### src/design/dsc_regs.svh
// Register offsets, field positions, reset values and timing counts for
// the converter self-calibration and gain trim block.
// Assumes inclusion by bare name from the package; the top module only uses its macros.
`ifndef DSC_REGS_SVH
`define DSC_REGS_SVH

`define DSC_ADDR_I_FINE_GAIN     7'h03
`define DSC_ADDR_I_COARSE_GAIN   7'h04
`define DSC_ADDR_I_CM_RESISTOR   7'h05
`define DSC_ADDR_Q_FINE_GAIN     7'h06
`define DSC_ADDR_Q_COARSE_GAIN   7'h07
`define DSC_ADDR_Q_CM_RESISTOR   7'h08
`define DSC_ADDR_REFERENCE_TRIM  7'h0d
`define DSC_ADDR_CAL_CONTROL     7'h0e
`define DSC_ADDR_CAL_STATUS      7'h0f
`define DSC_ADDR_COEF_ADDRESS    7'h10
`define DSC_ADDR_COEF_DATA       7'h11
`define DSC_ADDR_CAL_MEM_CONTROL 7'h12

// Calibration control fields
`define DSC_CAL_CLOCK_DIVIDER_SELECT_MSB           2
`define DSC_CAL_CLOCK_DIVIDER_SELECT_LSB           0
`define DSC_BIT_CAL_CLK_EN       3
`define DSC_BIT_SEL_I            4
`define DSC_BIT_SEL_Q            5
// Calibration memory control fields
`define DSC_BIT_UNCAL_Q          0
`define DSC_BIT_UNCAL_I          1
`define DSC_BIT_COEF_RD          2
`define DSC_BIT_COEF_WR          3
`define DSC_BIT_CAL_START        4
// Status fields
`define DSC_BIT_DONE_I           6
`define DSC_BIT_DONE_Q           7
// Common-mode resistor connect bit inside each resistor register
`define DSC_BIT_CM_ENABLE        6

`define DSC_REG_RESET            8'h00

// Timing
`define DSC_PRESCALE             16
`define DSC_COEF_COUNT           32
`define DSC_TICKS_PER_COEF       8
`define DSC_FIRST_COEF_ADDR      7'h01
`define DSC_LAST_COEF_ADDR       7'h20
`define DSC_SPI_HDR_BITS         8
`define DSC_SPI_FRAME_BITS       16

`endif

### src/design/dsc_pkg.sv
// Types shared by the self-calibration and gain trim block.
// Assumes the constants header sits beside it.
package dsc_pkg;
  `include "dsc_regs.svh"

  typedef enum logic [1:0] {
    DSC_IDLE,
    DSC_RUN,
    DSC_DONE
  } dsc_cal_state_t;

  typedef struct packed {
    logic [5:0] reference_trim;
    logic [5:0] i_fine_gain_field;
    logic [5:0] i_coarse_gain_field;
    logic [5:0] i_cm_resistor_field;
    logic       i_cm_enable;
    logic [5:0] q_fine_gain_field;
    logic [5:0] q_coarse_gain_field;
    logic [5:0] q_cm_resistor_field;
    logic       q_cm_enable;
  } dsc_trim_t;

  typedef struct packed {
    logic       sclk;
    logic       cs_n;
    logic       sdi;
  } dsc_spi_in_t;
endpackage

### src/design/dsc_top.sv
// Serial register port, calibration clock divider, two calibration
// engines with coefficient memories, and gain trim registers.
// Assumes all pins synchronous to core_clk; serial clock well below it.

module dsc_cal_engine (
  input  wire logic                 core_clk,
  input  wire logic                 nrst,
  input  wire logic                 tick,
  input  wire logic                 start,
  input  wire logic [5:0]           measure,
  input  wire logic                 host_we,
  input  wire logic [4:0]           host_idx,
  input  wire logic [5:0]           host_data,
  input  wire logic [4:0]           rd_idx,
  output logic      [5:0]           rd_data,
  output logic                      done
);
  import dsc_pkg::*;

  dsc_cal_state_t state;
  logic [7:0]     step;
  logic [5:0]     coef [`DSC_COEF_COUNT];

  always_ff @(posedge core_clk or negedge nrst) begin
    if (!nrst) begin
      state <= DSC_IDLE;
      step  <= 8'h00;
    end else begin
      case (state)
        DSC_IDLE: begin
          step <= 8'h00;
          if (start) begin
            state <= DSC_RUN;
          end
        end
        DSC_RUN: begin
          if (!start) begin
            state <= DSC_IDLE;
          end else if (tick) begin
            step <= step + 8'h01;
            if (step == 8'hff) begin
              state <= DSC_DONE;
            end
          end
        end
        default: begin
          if (!start) begin
            state <= DSC_IDLE;
          end
        end
      endcase
    end
  end

  // Self-calibration settles each coefficient over several ticks before
  // storing; a host write in the same cycle takes priority.
  always_ff @(posedge core_clk or negedge nrst) begin
    if (!nrst) begin
      for (int k = 0; k < `DSC_COEF_COUNT; k++) begin
        coef[k] <= 6'h00;
      end
    end else if (host_we) begin
      coef[host_idx] <= host_data;
    end else if (state == DSC_RUN && tick && start && step[2:0] == 3'h7) begin
      coef[step[7:3]] <= measure;
    end
  end

  assign rd_data = coef[rd_idx];
  assign done    = (state == DSC_DONE);
endmodule

module dsc_top (
  input  wire logic                 core_clk,
  input  wire logic                 nrst,
  input  wire dsc_pkg::dsc_spi_in_t spi_in,
  output logic                      spi_sdo,
  output logic                      spi_sdo_oe,
  input  wire logic [5:0]           i_cal_measure,
  input  wire logic [5:0]           q_cal_measure,
  output logic                      cal_clk_tick,
  output logic                      i_channel_cal_done,
  output logic                      q_channel_cal_done,
  output dsc_pkg::dsc_trim_t        trim
);
  import dsc_pkg::*;

  logic [7:0] i_fine_gain, i_coarse_gain, i_common_mode_resistor;
  logic [7:0] q_fine_gain, q_coarse_gain, q_common_mode_resistor;
  logic [7:0] reference_trim, calibration_control, coefficient_address;
  logic [7:0] coefficient_data, calibration_memory_control;

  logic       sclk_q;
  logic [4:0] bit_cnt;
  logic [15:0] shift_in;
  logic [7:0] tx;
  logic       is_read;
  logic       wr_pulse;
  logic [6:0] wr_addr;
  logic [7:0] wr_data;
  logic       sclk_rise, sclk_fall;

  logic [3:0] pre_cnt;
  logic [7:0] post_cnt;
  logic [7:0] post_last;

  logic       coef_ok;
  logic [4:0] coef_idx;
  logic [5:0] i_rd, q_rd;
  logic       i_done, q_done;
  logic       i_host_we, q_host_we;

  wire  [2:0] cal_clock_divider_select =
    calibration_control[`DSC_CAL_CLOCK_DIVIDER_SELECT_MSB:`DSC_CAL_CLOCK_DIVIDER_SELECT_LSB];
  wire        cal_clock_enable     = calibration_control[`DSC_BIT_CAL_CLK_EN];
  wire        i_channel_cal_select = calibration_control[`DSC_BIT_SEL_I];
  wire        q_channel_cal_select = calibration_control[`DSC_BIT_SEL_Q];
  wire        coef_read_strobe  = calibration_memory_control[`DSC_BIT_COEF_RD];
  wire        coef_write_strobe = calibration_memory_control[`DSC_BIT_COEF_WR];
  wire        cal_start = calibration_memory_control[`DSC_BIT_CAL_START];

  // Serial port: 16-bit frames, MSB first, read flag, 7-bit address, data
  assign sclk_rise = spi_in.sclk & ~sclk_q;
  assign sclk_fall = ~spi_in.sclk & sclk_q;

  always_ff @(posedge core_clk or negedge nrst) begin
    if (!nrst) begin
      sclk_q   <= 1'b0;
      bit_cnt  <= 5'h00;
      shift_in <= 16'h0000;
      is_read  <= 1'b0;
      wr_pulse <= 1'b0;
      wr_addr  <= 7'h00;
      wr_data  <= 8'h00;
    end else begin
      sclk_q   <= spi_in.sclk;
      wr_pulse <= 1'b0;
      if (spi_in.cs_n) begin
        bit_cnt <= 5'h00;
        is_read <= 1'b0;
      end else if (sclk_rise && bit_cnt < 5'd16) begin
        shift_in <= {shift_in[14:0], spi_in.sdi};
        bit_cnt  <= bit_cnt + 5'h01;
        if (bit_cnt == 5'd7) begin
          is_read <= shift_in[6];
        end
        if (bit_cnt == 5'd15 && !shift_in[14]) begin
          wr_pulse <= 1'b1;
          wr_addr  <= shift_in[13:7];
          wr_data  <= {shift_in[6:0], spi_in.sdi};
        end
      end
    end
  end

  function automatic logic [7:0] reg_read(input logic [6:0] a);
    logic [7:0] v;
    v = 8'h00;
    if (a == `DSC_ADDR_I_FINE_GAIN) begin
      v = i_fine_gain;
    end else if (a == `DSC_ADDR_I_COARSE_GAIN) begin
      v = i_coarse_gain;
    end else if (a == `DSC_ADDR_I_CM_RESISTOR) begin
      v = i_common_mode_resistor;
    end else if (a == `DSC_ADDR_Q_FINE_GAIN) begin
      v = q_fine_gain;
    end else if (a == `DSC_ADDR_Q_COARSE_GAIN) begin
      v = q_coarse_gain;
    end else if (a == `DSC_ADDR_Q_CM_RESISTOR) begin
      v = q_common_mode_resistor;
    end else if (a == `DSC_ADDR_REFERENCE_TRIM) begin
      v = reference_trim;
    end else if (a == `DSC_ADDR_CAL_CONTROL) begin
      v = calibration_control;
    end else if (a == `DSC_ADDR_CAL_STATUS) begin
      v = {q_done, i_done, 6'h00};
    end else if (a == `DSC_ADDR_COEF_ADDRESS) begin
      v = coefficient_address;
    end else if (a == `DSC_ADDR_COEF_DATA) begin
      // I wins when both channels are selected for a read
      if (coef_read_strobe && coef_ok) begin
        v = {2'b00, i_channel_cal_select ? i_rd : q_rd};
      end else begin
        v = coefficient_data;
      end
    end else if (a == `DSC_ADDR_CAL_MEM_CONTROL) begin
      v = calibration_memory_control;
    end
    return v;
  endfunction

  // Read data is fetched after the header and shifted on falling edges
  always_ff @(posedge core_clk or negedge nrst) begin
    if (!nrst) begin
      tx <= 8'h00;
    end else if (!spi_in.cs_n && sclk_rise && bit_cnt == 5'd7) begin
      tx <= reg_read({shift_in[5:0], spi_in.sdi});
    end else if (!spi_in.cs_n && sclk_fall && bit_cnt >= 5'd9) begin
      tx <= {tx[6:0], 1'b0};
    end
  end

  assign spi_sdo    = tx[7];
  assign spi_sdo_oe = !spi_in.cs_n && is_read && bit_cnt >= 5'd8;

  // Plain trim and control registers
  always_ff @(posedge core_clk or negedge nrst) begin
    if (!nrst) begin
      i_fine_gain            <= `DSC_REG_RESET;
      i_coarse_gain          <= `DSC_REG_RESET;
      i_common_mode_resistor <= `DSC_REG_RESET;
      q_fine_gain            <= `DSC_REG_RESET;
      q_coarse_gain          <= `DSC_REG_RESET;
      q_common_mode_resistor <= `DSC_REG_RESET;
      reference_trim         <= `DSC_REG_RESET;
      calibration_control    <= `DSC_REG_RESET;
      coefficient_address    <= `DSC_REG_RESET;
      coefficient_data       <= `DSC_REG_RESET;
    end else if (wr_pulse) begin
      if (wr_addr == `DSC_ADDR_I_FINE_GAIN) begin
        i_fine_gain <= wr_data;
      end else if (wr_addr == `DSC_ADDR_I_COARSE_GAIN) begin
        i_coarse_gain <= wr_data;
      end else if (wr_addr == `DSC_ADDR_I_CM_RESISTOR) begin
        i_common_mode_resistor <= wr_data;
      end else if (wr_addr == `DSC_ADDR_Q_FINE_GAIN) begin
        q_fine_gain <= wr_data;
      end else if (wr_addr == `DSC_ADDR_Q_COARSE_GAIN) begin
        q_coarse_gain <= wr_data;
      end else if (wr_addr == `DSC_ADDR_Q_CM_RESISTOR) begin
        q_common_mode_resistor <= wr_data;
      end else if (wr_addr == `DSC_ADDR_REFERENCE_TRIM) begin
        reference_trim <= wr_data;
      end else if (wr_addr == `DSC_ADDR_CAL_CONTROL) begin
        calibration_control <= wr_data;
      end else if (wr_addr == `DSC_ADDR_COEF_ADDRESS) begin
        coefficient_address <= wr_data;
      end else if (wr_addr == `DSC_ADDR_COEF_DATA) begin
        coefficient_data <= wr_data;
      end
    end
  end

  // Uncalibrate flags mark a channel whose memory the host overwrote;
  // a hardware set wins over a clearing write in the same cycle.
  always_ff @(posedge core_clk or negedge nrst) begin
    if (!nrst) begin
      calibration_memory_control <= `DSC_REG_RESET;
    end else begin
      if (wr_pulse && wr_addr == `DSC_ADDR_CAL_MEM_CONTROL) begin
        calibration_memory_control <= wr_data;
      end
      if (i_host_we) begin
        calibration_memory_control[`DSC_BIT_UNCAL_I] <= 1'b1;
      end
      if (q_host_we) begin
        calibration_memory_control[`DSC_BIT_UNCAL_Q] <= 1'b1;
      end
    end
  end

  // Coefficient addresses run from one to 32; others are ignored
  assign coef_ok  = coefficient_address[6:0] >= `DSC_FIRST_COEF_ADDR &&
                    coefficient_address[6:0] <= `DSC_LAST_COEF_ADDR &&
                    !coefficient_address[7];
  assign coef_idx = 5'(coefficient_address - 8'h01);
  assign i_host_we = wr_pulse && wr_addr == `DSC_ADDR_COEF_DATA &&
                     coef_write_strobe && coef_ok &&
                     i_channel_cal_select;
  assign q_host_we = wr_pulse && wr_addr == `DSC_ADDR_COEF_DATA &&
                     coef_write_strobe && coef_ok &&
                     q_channel_cal_select;

  // Divider: 16 sample clocks, then 2 to 256 prescaled periods
  assign post_last = 8'((9'h002 << cal_clock_divider_select) - 9'h001);

  always_ff @(posedge core_clk or negedge nrst) begin
    if (!nrst) begin
      pre_cnt  <= 4'h0;
      post_cnt <= 8'h00;
    end else if (!cal_clock_enable) begin
      pre_cnt  <= 4'h0;
      post_cnt <= 8'h00;
    end else begin
      pre_cnt <= pre_cnt + 4'h1;
      if (pre_cnt == 4'(`DSC_PRESCALE - 1)) begin
        post_cnt <= (post_cnt >= post_last) ? 8'h00 : post_cnt + 8'h01;
      end
    end
  end

  assign cal_clk_tick = cal_clock_enable &&
                        pre_cnt == 4'(`DSC_PRESCALE - 1) &&
                        post_cnt >= post_last;

  dsc_cal_engine u_cal_i (
    .core_clk  (core_clk),
    .nrst      (nrst),
    .tick      (cal_clk_tick),
    .start     (cal_start && i_channel_cal_select),
    .measure   (i_cal_measure),
    .host_we   (i_host_we),
    .host_idx  (coef_idx),
    .host_data (wr_data[5:0]),
    .rd_idx    (coef_idx),
    .rd_data   (i_rd),
    .done      (i_done)
  );

  dsc_cal_engine u_cal_q (
    .core_clk  (core_clk),
    .nrst      (nrst),
    .tick      (cal_clk_tick),
    .start     (cal_start && q_channel_cal_select),
    .measure   (q_cal_measure),
    .host_we   (q_host_we),
    .host_idx  (coef_idx),
    .host_data (wr_data[5:0]),
    .rd_idx    (coef_idx),
    .rd_data   (q_rd),
    .done      (q_done)
  );

  assign i_channel_cal_done = i_done;
  assign q_channel_cal_done = q_done;

  // Trim fields drive the analog side straight from the registers
  assign trim.reference_trim      = reference_trim[5:0];
  assign trim.i_coarse_gain_field = i_coarse_gain[5:0];
  assign trim.q_coarse_gain_field = q_coarse_gain[5:0];
  assign trim.i_fine_gain_field   = i_fine_gain[5:0];
  assign trim.q_fine_gain_field   = q_fine_gain[5:0];
  assign trim.i_cm_resistor_field = i_common_mode_resistor[5:0];
  assign trim.q_cm_resistor_field = q_common_mode_resistor[5:0];
  assign trim.i_cm_enable =
    i_common_mode_resistor[`DSC_BIT_CM_ENABLE];
  assign trim.q_cm_enable =
    q_common_mode_resistor[`DSC_BIT_CM_ENABLE];
endmodule

### config.mk
export PLATFORM = sky130hd
export DESIGN_NAME = dsc_top
export DESIGN_NICKNAME = d
export VERILOG_FILES = /design/src/design/dsc_pkg.sv /design/src/design/dsc_top.sv
export VERILOG_INCLUDE_DIRS = /design/src /design/src/design
export SDC_FILE = /design/constraint.sdc
export NUM_CORES = 1
export LEC_CHECK = 0
export BUFFER_PORTS_ARGS = -buffer_cell sky130_fd_sc_hd__buf_2
export CELL_PAD_IN_SITES_DETAIL_PLACEMENT = 1
export CELL_PAD_IN_SITES_GLOBAL_PLACEMENT = 2
export CORE_AREA = 2 2 363 185
export DETAILED_ROUTE_END_ITERATION = 10
export DIE_AREA = 0 0 365 187
export PLACE_DENSITY_LB_ADDON = 0.1
export SYNTH_ARGS = -nofsm -noshare
export SYNTH_HDL_FRONTEND = slang
export SYNTH_HIERARCHICAL = 1
export SYNTH_SLANG_ARGS = --single-unit
### constraint.sdc
create_clock -name core_clk -period 6.8 [get_ports core_clk]
set_input_delay 1.36 -clock core_clk [delete_from_list [all_inputs] [get_ports core_clk]]
set_output_delay 1.36 -clock core_clk [all_outputs]
set_load 0.02 [all_outputs]
* After elaboration in Yosys (flattened, before gate mapping)
Index checks and enable logic that the tools add are counted.
** Storage, ports and cells
- Register bits :: 550
- Bits of input ports :: 17
- Output and inout bits :: 49
- Logic and storage cells :: 305
** Operators by class
- $add $sub $neg :: 7
- $lt $le $gt $ge :: 12
- Equality and inequality tests :: 47
- Shifts and indexed selects :: 1
- Mux-type cells :: 69
- Bitwise operators :: 17
- Reduce and logical (&&, ||, !) cells :: 61
** Operator list (count)
- $bwmux 192 :: 4
- $mux 192 :: 4
- $mux 8 :: 22
- $demux 6 s5 :: 3
- $bmux 6 s5 :: 2
- $eq 7x3->1 const B :: 8
- $eq 7x4->1 const B :: 7
- $mux 6 :: 8
- $eq 7x5->1 const B :: 6
- $pmux 8 s2 :: 2
- $logic_and 1x1->1 :: 30
- $add 8x1->8 const B :: 3
- $mux 2 :: 11
- $ge 6x6->1 const B :: 3
- $lt 6x1->1 const B :: 3
- $not 5->6 :: 3
- $reduce_bool 2->1 :: 9
- $eq 8x8->1 const B :: 2
- $ne 3x3->1 const B :: 5
- $eq 7x2->1 const B :: 2
- $ne 2x1->1 const B :: 6
- $not 1->1 :: 12
- $reduce_and 3->1 :: 4
- $reduce_and 4->1 :: 3
- 33 further kinds :: 52

* Depth between registers and ports, before layout
- Word-level depth :: 19
- Gate-level depth with buffers :: 14
- Gate-level depth less buffers :: 11

* Cells and area by module
Netlist, hierarchy kept.
** By module, submodules not included
- dsc_cal_engine (u_cal_q) :: instances 1, cells each 893, area an instance 12026.5 µm², seq. area each 5054.8 µm²
- dsc_cal_engine (u_cal_i) :: instances 1, cells each 893, area an instance 12011.5 µm², seq. area each 5054.8 µm²
- dsc_top :: instances 1, cells each 723, area an instance 7676.1 µm², seq. area each 3653.5 µm²

* Worst setup path before layout
Ideal clock, no wire load.
- Path type :: flip-flop to flip-flop
- Start :: register coefficient_address[0]
- End :: register tx[4]
- Arrival :: 4.226 ns
- Required time :: 6.676 ns
- Slack :: 2.450 ns
- Stages on the path, launching flop included :: 12
- Path buffers :: 2
- Cells stage by stage :: dfrtp_1 > inv_1 > ha_1 > xor2_1 > clkbuf_1 > clkbuf_1 > mux4_2 > mux4_2 > mux2_2 > a2111oi_0 > nor4_1 > o31a_1
** Between the ends
- Cells in the longest elaborated chain, start to end :: 19
- Elaborated cells between the ends (all ways) :: 27
** RTL lines
- from (decl) :: RTL line dsc_top.sv:90 : logic [7:0] reference_trim, calibration_control, coefficient_address;
- from (signal assigned) :: RTL line dsc_top.sv:217 : coefficient_address <= `DSC_REG_RESET;
- from (signal assigned) :: RTL line dsc_top.sv:237 : coefficient_address <= wr_data;
- $sub 5x1->5 :: RTL line dsc_top.sv:266 : assign coef_idx = 5'(coefficient_address - 8'h01);
- via coef_idx[0] :: RTL line dsc_top.sv:108 : logic [4:0] coef_idx;
- $not 5->6 (not written as such) :: RTL line dsc_top.sv:69 : assign rd_data = coef[rd_idx];
- $bmux 6 s5 :: RTL line dsc_top.sv:69
- $mux 6 (not written as such) (2 in a row) :: RTL line dsc_top.sv:69
- via i_rd[4] :: RTL line dsc_top.sv:109 : logic [5:0] i_rd, q_rd;
- $mux 6 :: RTL line dsc_top.sv:182 : v = {2'b00, i_channel_cal_select ? i_rd : q_rd};
- $mux 8 :: RTL line dsc_top.sv:181 : if (coef_read_strobe && coef_ok) begin
- [... 4 more ...]
- $mux 8 :: RTL line dsc_top.sv:171 : end else if (a == `DSC_ADDR_REFERENCE_TRIM) begin
- $mux 8 :: RTL line dsc_top.sv:169 : end else if (a == `DSC_ADDR_Q_CM_RESISTOR) begin
- $mux 8 :: RTL line dsc_top.sv:167 : end else if (a == `DSC_ADDR_Q_COARSE_GAIN) begin
- $mux 8 :: RTL line dsc_top.sv:165 : end else if (a == `DSC_ADDR_Q_FINE_GAIN) begin
- $mux 8 :: RTL line dsc_top.sv:163 : end else if (a == `DSC_ADDR_I_CM_RESISTOR) begin
- $mux 8 :: RTL line dsc_top.sv:161 : end else if (a == `DSC_ADDR_I_COARSE_GAIN) begin
- $mux 8 :: RTL line dsc_top.sv:159 : if (a == `DSC_ADDR_I_FINE_GAIN) begin
- $mux 8 :: RTL line dsc_top.sv:196 : end else if (!spi_in.cs_n && sclk_rise && bit_cnt == 5'd7) begin
- to (signal assigned) :: RTL line dsc_top.sv:197 : tx <= reg_read({shift_in[5:0], spi_in.sdi});
- to (signal assigned) :: RTL line dsc_top.sv:199 : tx <= {tx[6:0], 1'b0};
- to (decl) :: RTL line dsc_top.sv:96 : logic [7:0] tx;
The timed path passes the listed nets, and every way through them passes these cells. The select of a mux whose other input is x is not followed.
A chain may end at the register's enable or synchronous reset.

* Worst setup path in the final report
- Start :: register calibration_control[2]
- End :: output port cal_clk_tick
** Between the ends
- Cells in the longest elaborated chain, start to end :: 4
** RTL lines
- from (decl) :: RTL line dsc_top.sv:90
- from (signal assigned) :: RTL line dsc_top.sv:216 : calibration_control <= `DSC_REG_RESET;
- from (signal assigned) :: RTL line dsc_top.sv:235 : calibration_control <= wr_data;
- $shl 2x3->8 :: RTL line dsc_top.sv:275 : assign post_last = 8'((9'h002 << cal_clock_divider_select) - 9'h001);
- $sub 8x1->8 :: RTL line dsc_top.sv:275
- $ge 8x8->1 :: RTL line dsc_top.sv:294 : post_cnt >= post_last;
- $logic_and 1x1->1 :: RTL line dsc_top.sv:292 : assign cal_clk_tick = cal_clock_enable &&
- to (decl) :: RTL line dsc_top.sv:81 : output logic cal_clk_tick,
No other way between the ends.

==> key figures <==
Placed design
  • DP Area: 32400 um2
  • Inst Count DP: 3273
  • Routability congestion estimate: 0.895
  • # port buffers: 65
  • DP Wirelength: 74900 um

Power
  • Leakage dissipation: 14.1 nW
  • Peak VDD IR: 0.204 mV
  • PwrDens: 205 nW/um2

Final layout
  • Final #Nets: 2468
  • Share of cells above drive strength 1: 25.0%
  • N_diodes: 0
  • Core Util, Final: 52.2%
  • Post-route cell area: 34300 um2
  • Final std cells w/o fill: 3372
  • P&R area growth vs syn: 8.13%

Yosys
  • Main area contributors after synthesis: dfrtp_1, mux2_1, o2bb2ai_1, mux4_2, mux2_2
  • #FFs+latches synth: 550
  • Net Count, Synth: 2546
  • Synth Cell Area: 31700 um2
  • Seq/Total Area, Yosys: 43.4%
  • Most used DFF post-synth: dfrtp_1
  • Mapped Avg Cell Area: 12.6 um2
  • Top cell type's share of synthesized area: 43.4%
  • Post-synth EDFFs: 0
  • Area leader, netlist: dfrtp_1
  • Yosys Warn Count: 6
  • Synthesized instance count: 2509
  • Cell variety after synth: 88
  • Asr flop ratio synth: 100%

Timing
  • Slew HR: 14.3%
  • FMAX: 0.207 GHz
  • Unrepaired setup endpoints after global routing: no
  • Worst-margin pin slew: 1.28 ns
  • Tmin final: 4.82 ns
  • Setup TNS: 0 ns
  • Fin. Hold Viols: 0
  • Clock Skews: 0.0180 ns
  • Tcrit/Tclk final: 70.9%
  • Final Max Tran Viols: 0
  • Final setup viols: 0

Global route
  • GRT Util Overall: 33.2%
  • Largest net degree at the start of global routing: 151
  • GRT busiest layer: met1
  • Grt total ovfl: 0
  • Global-route wire length before repair: 170000 um
  • Vias in the first global route: 24.2k
  • Grt met1 use: 54.2%
  • Met2 Use GR: 44.3%
  • Initial antenna violation count: 3
  • GR met3 Demand/Resource: 8.67%

Critical path
  • Worst r2r src: calibration_control[2]
  • R2r setup slk: 1.99 ns
  • Critical Path AT: 3.46 ns
  • Slowest CP cell: nor2_1
  • CP Max Fanout: 9
  • WS Path Type: flip-flop to primary output
  • Crit path max-delay family: simple AND/OR/NAND/NOR gates
  • Startpoint types: flip-flop
  • CP Capture Type: primary output
  • Crit-path cells: a21oi_1, ha_1, o21ai_0, o21ai_0, a31o_2, a21oi_1, nor2_1, buf_2
  • Reg2reg end: u_cal_i/coef[97]
  • Critical path buffer and inverter count: 1
  • FF-to-FF path depth: 11
  • CP max stage delay: 0.95 ns
  • Critical path required time: 5.44 ns

Clocking
  • Number of hold-repair buffers added at the cts stage: 0
  • Clock buffer depth: 3
  • Post-CTS setup buffers: 0
  • TritonCTS Buffers: 53
  • Deepest level of the CTS H-tree: 2
  • Clock sink count: 550
  • CTS clk-pin slew, worst paths: 0.07 ns
  • Resized cells post-CTS: 0
  • Clock latency on the worst-skew pair: 0.62 ns
  • CTS tree: yes
  • CTS Root Cell: clkbuf_16

Die
  • Starting Density: 48.3%
  • Die H: 187 um
  • Core box area: 65700 um2
  • # IOs: 66
  • Cell Rows: 67
  • Width of the die: 365 um
  • Die ar.: 68300 um2

Min path
  • Endpoint, Worst Hold: u_cal_q/coef[160]
  • Cell depth of the worst hold path: 1
  • Worst hold start: u_cal_q/coef[160]
  • Hold Path Class: flip-flop to flip-flop

Route
  • Final antenna-violating net count: 0
  • DR WL/cell: 33.4 um
  • 1st-iter DRT viols: 3066
  • DRC Markers: 0
  • Routed WL: 113000 um
  • First drt pass iteration count: 5
  • Vias post-DR: 23.5k
  • Vias per cell: 6.98

Flow run
  • Max_cap viols: 0

Run status
  • Status: finished clean
## metrics by stage
step	power, W	hold WS, ns	worst slack (ns)
4_1_cts	0.00707	0.486	1.95
3_5_place_dp	0.00376	0.456	2.12
6_report	0.00702	0.485	1.98
5_1_grt	0.00724	0.495	1.60
3_3_place_gp	0.00375	0.450	2.29
2_1_floorplan	0.00357	0.432	2.45
## routing by layer
metal  part of all wire (%)  up-vias  routed length (um)
li1                       -     9622                   -
met1                     49    12700               55200
met2                     40     1048               45200
met3                    9.7      119               10900
met4                    1.2        4                1340
met5                  0.028        -                  32
## cells in the mapped netlist (6+ instances only)
| master | count |
|---|---|
| mux2i_1 | 21 |
| xnor2_1 | 13 |
| nor2_4 | 24 |
| nor4_4 | 6 |
| a32oi_1 | 21 |
| clkbuf_1 | 111 |
| ha_1 | 20 |
| a21oi_1 | 25 |
| a31oi_1 | 10 |
| mux2_1 | 299 |
| a32o_1 | 49 |
| a221oi_1 | 7 |
| buf_2 | 39 |
| nand3_1 | 40 |
| nor2b_1 | 16 |
| nand2b_1 | 18 |
| o21ai_0 | 31 |
| a22o_1 | 17 |
| mux4_1 | 13 |
| or4b_4 | 6 |
| nor4_1 | 11 |
| and3_1 | 7 |
| buf_1 | 21 |
| dfrtp_1 | 550 |
| mux4_2 | 103 |
| mux2_2 | 201 |
| o2bb2ai_1 | 342 |
| o2bb2ai_2 | 31 |
| nor3_1 | 18 |
| nand4_1 | 9 |
| nor2_2 | 9 |
| inv_1 | 16 |
| nand2_1 | 150 |
| nor2_1 | 80 |
| buf_4 | 48 |
| and3b_1 | 6 |
| and2_1 | 10 |
## cell families (layout without fill, tap and decap cells)
group | after synthesis | after routing | synth area share (%)
and+or+nand+nor | 453 | 453 | 8.20
adders and majority gates | 20 | 20 | 0.789
DFF | 550 | 550 | 43.4
xor gates and xnor gates | 18 | 18 | 0.497
buffers and inverters | 245 | 211 | 3.82
muxes | 641 | 641 | 27.1
AOI/OAI and AO/OA | 582 | 582 | 16.2
## cell type report
class | instances | area (um2)
clock buffers | 75 | 1600
clock inverters | 24 | 314
fillers | 6602 | 31400
inverters | 19 | 77.6
multi-input cells | 1714 | 16800
flip-flops and latches | 550 | 13800
well taps | 897 | 1120
repair buffers | 93 | 596
## registers in the layout, indices dropped and copies added (netlist names), 7 cells and up
name	cells
q_fine_gain	8
q_coarse_gain	8
wr_addr	7
i_common_mode_resistor	8
tx	8
wr_data	8
u_cal_i/step	8
u_cal_i/coef	192
u_cal_q/coef	192
reference_trim	8
coefficient_data	8
u_cal_q/step	8
calibration_control	8
shift_in	15
post_cnt	8
coefficient_address	8
q_common_mode_resistor	8
calibration_memory_control	8
i_coarse_gain	8
i_fine_gain	8
## power breakdown
group | internal, W | leakage (nW) | switching, W | total, W
combinational | 0.0000830 | 6.08 | 0.000249 | 0.000332
sequential | 0.00330 | 7.04 | 0.0000673 | 0.00337
clock | 0.00191 | 0.935 | 0.00141 | 0.00332
## cell usage in the layout, fill, tap and decap left out, types with 24 or more instances in the layout
cell / instances
dfrtp_1: 550
o2bb2ai_1: 342
mux2_1: 299
mux2_2: 201
nand2_1: 138
mux4_2: 103
nor2_1: 78
buf_2: 64
clkbuf_16: 55
a32o_1: 49
nand3_1: 40
o2bb2ai_2: 31
o21ai_0: 30
a21oi_1: 25
buf_4: 24
nor2_4: 24
## how the worst max path moves through the flow
stage | startpoint | to | slack (ns) | cells after the start
floorplan | coefficient_address[0] | tx[4] | 2.45 | 11
global placement | calibration_control[2] | u_cal_i/coef[96] | 2.29 | 11
detailed placement | calibration_control[2] | u_cal_i/coef[96] | 2.12 | 11
CTS | calibration_control[2] | cal_clk_tick | 1.95 | 8
global route | calibration_control[2] | u_cal_i/coef[96] | 1.60 | 11
finish | calibration_control[2] | cal_clk_tick | 1.98 | 8
(Power assumes the default switching activity.)
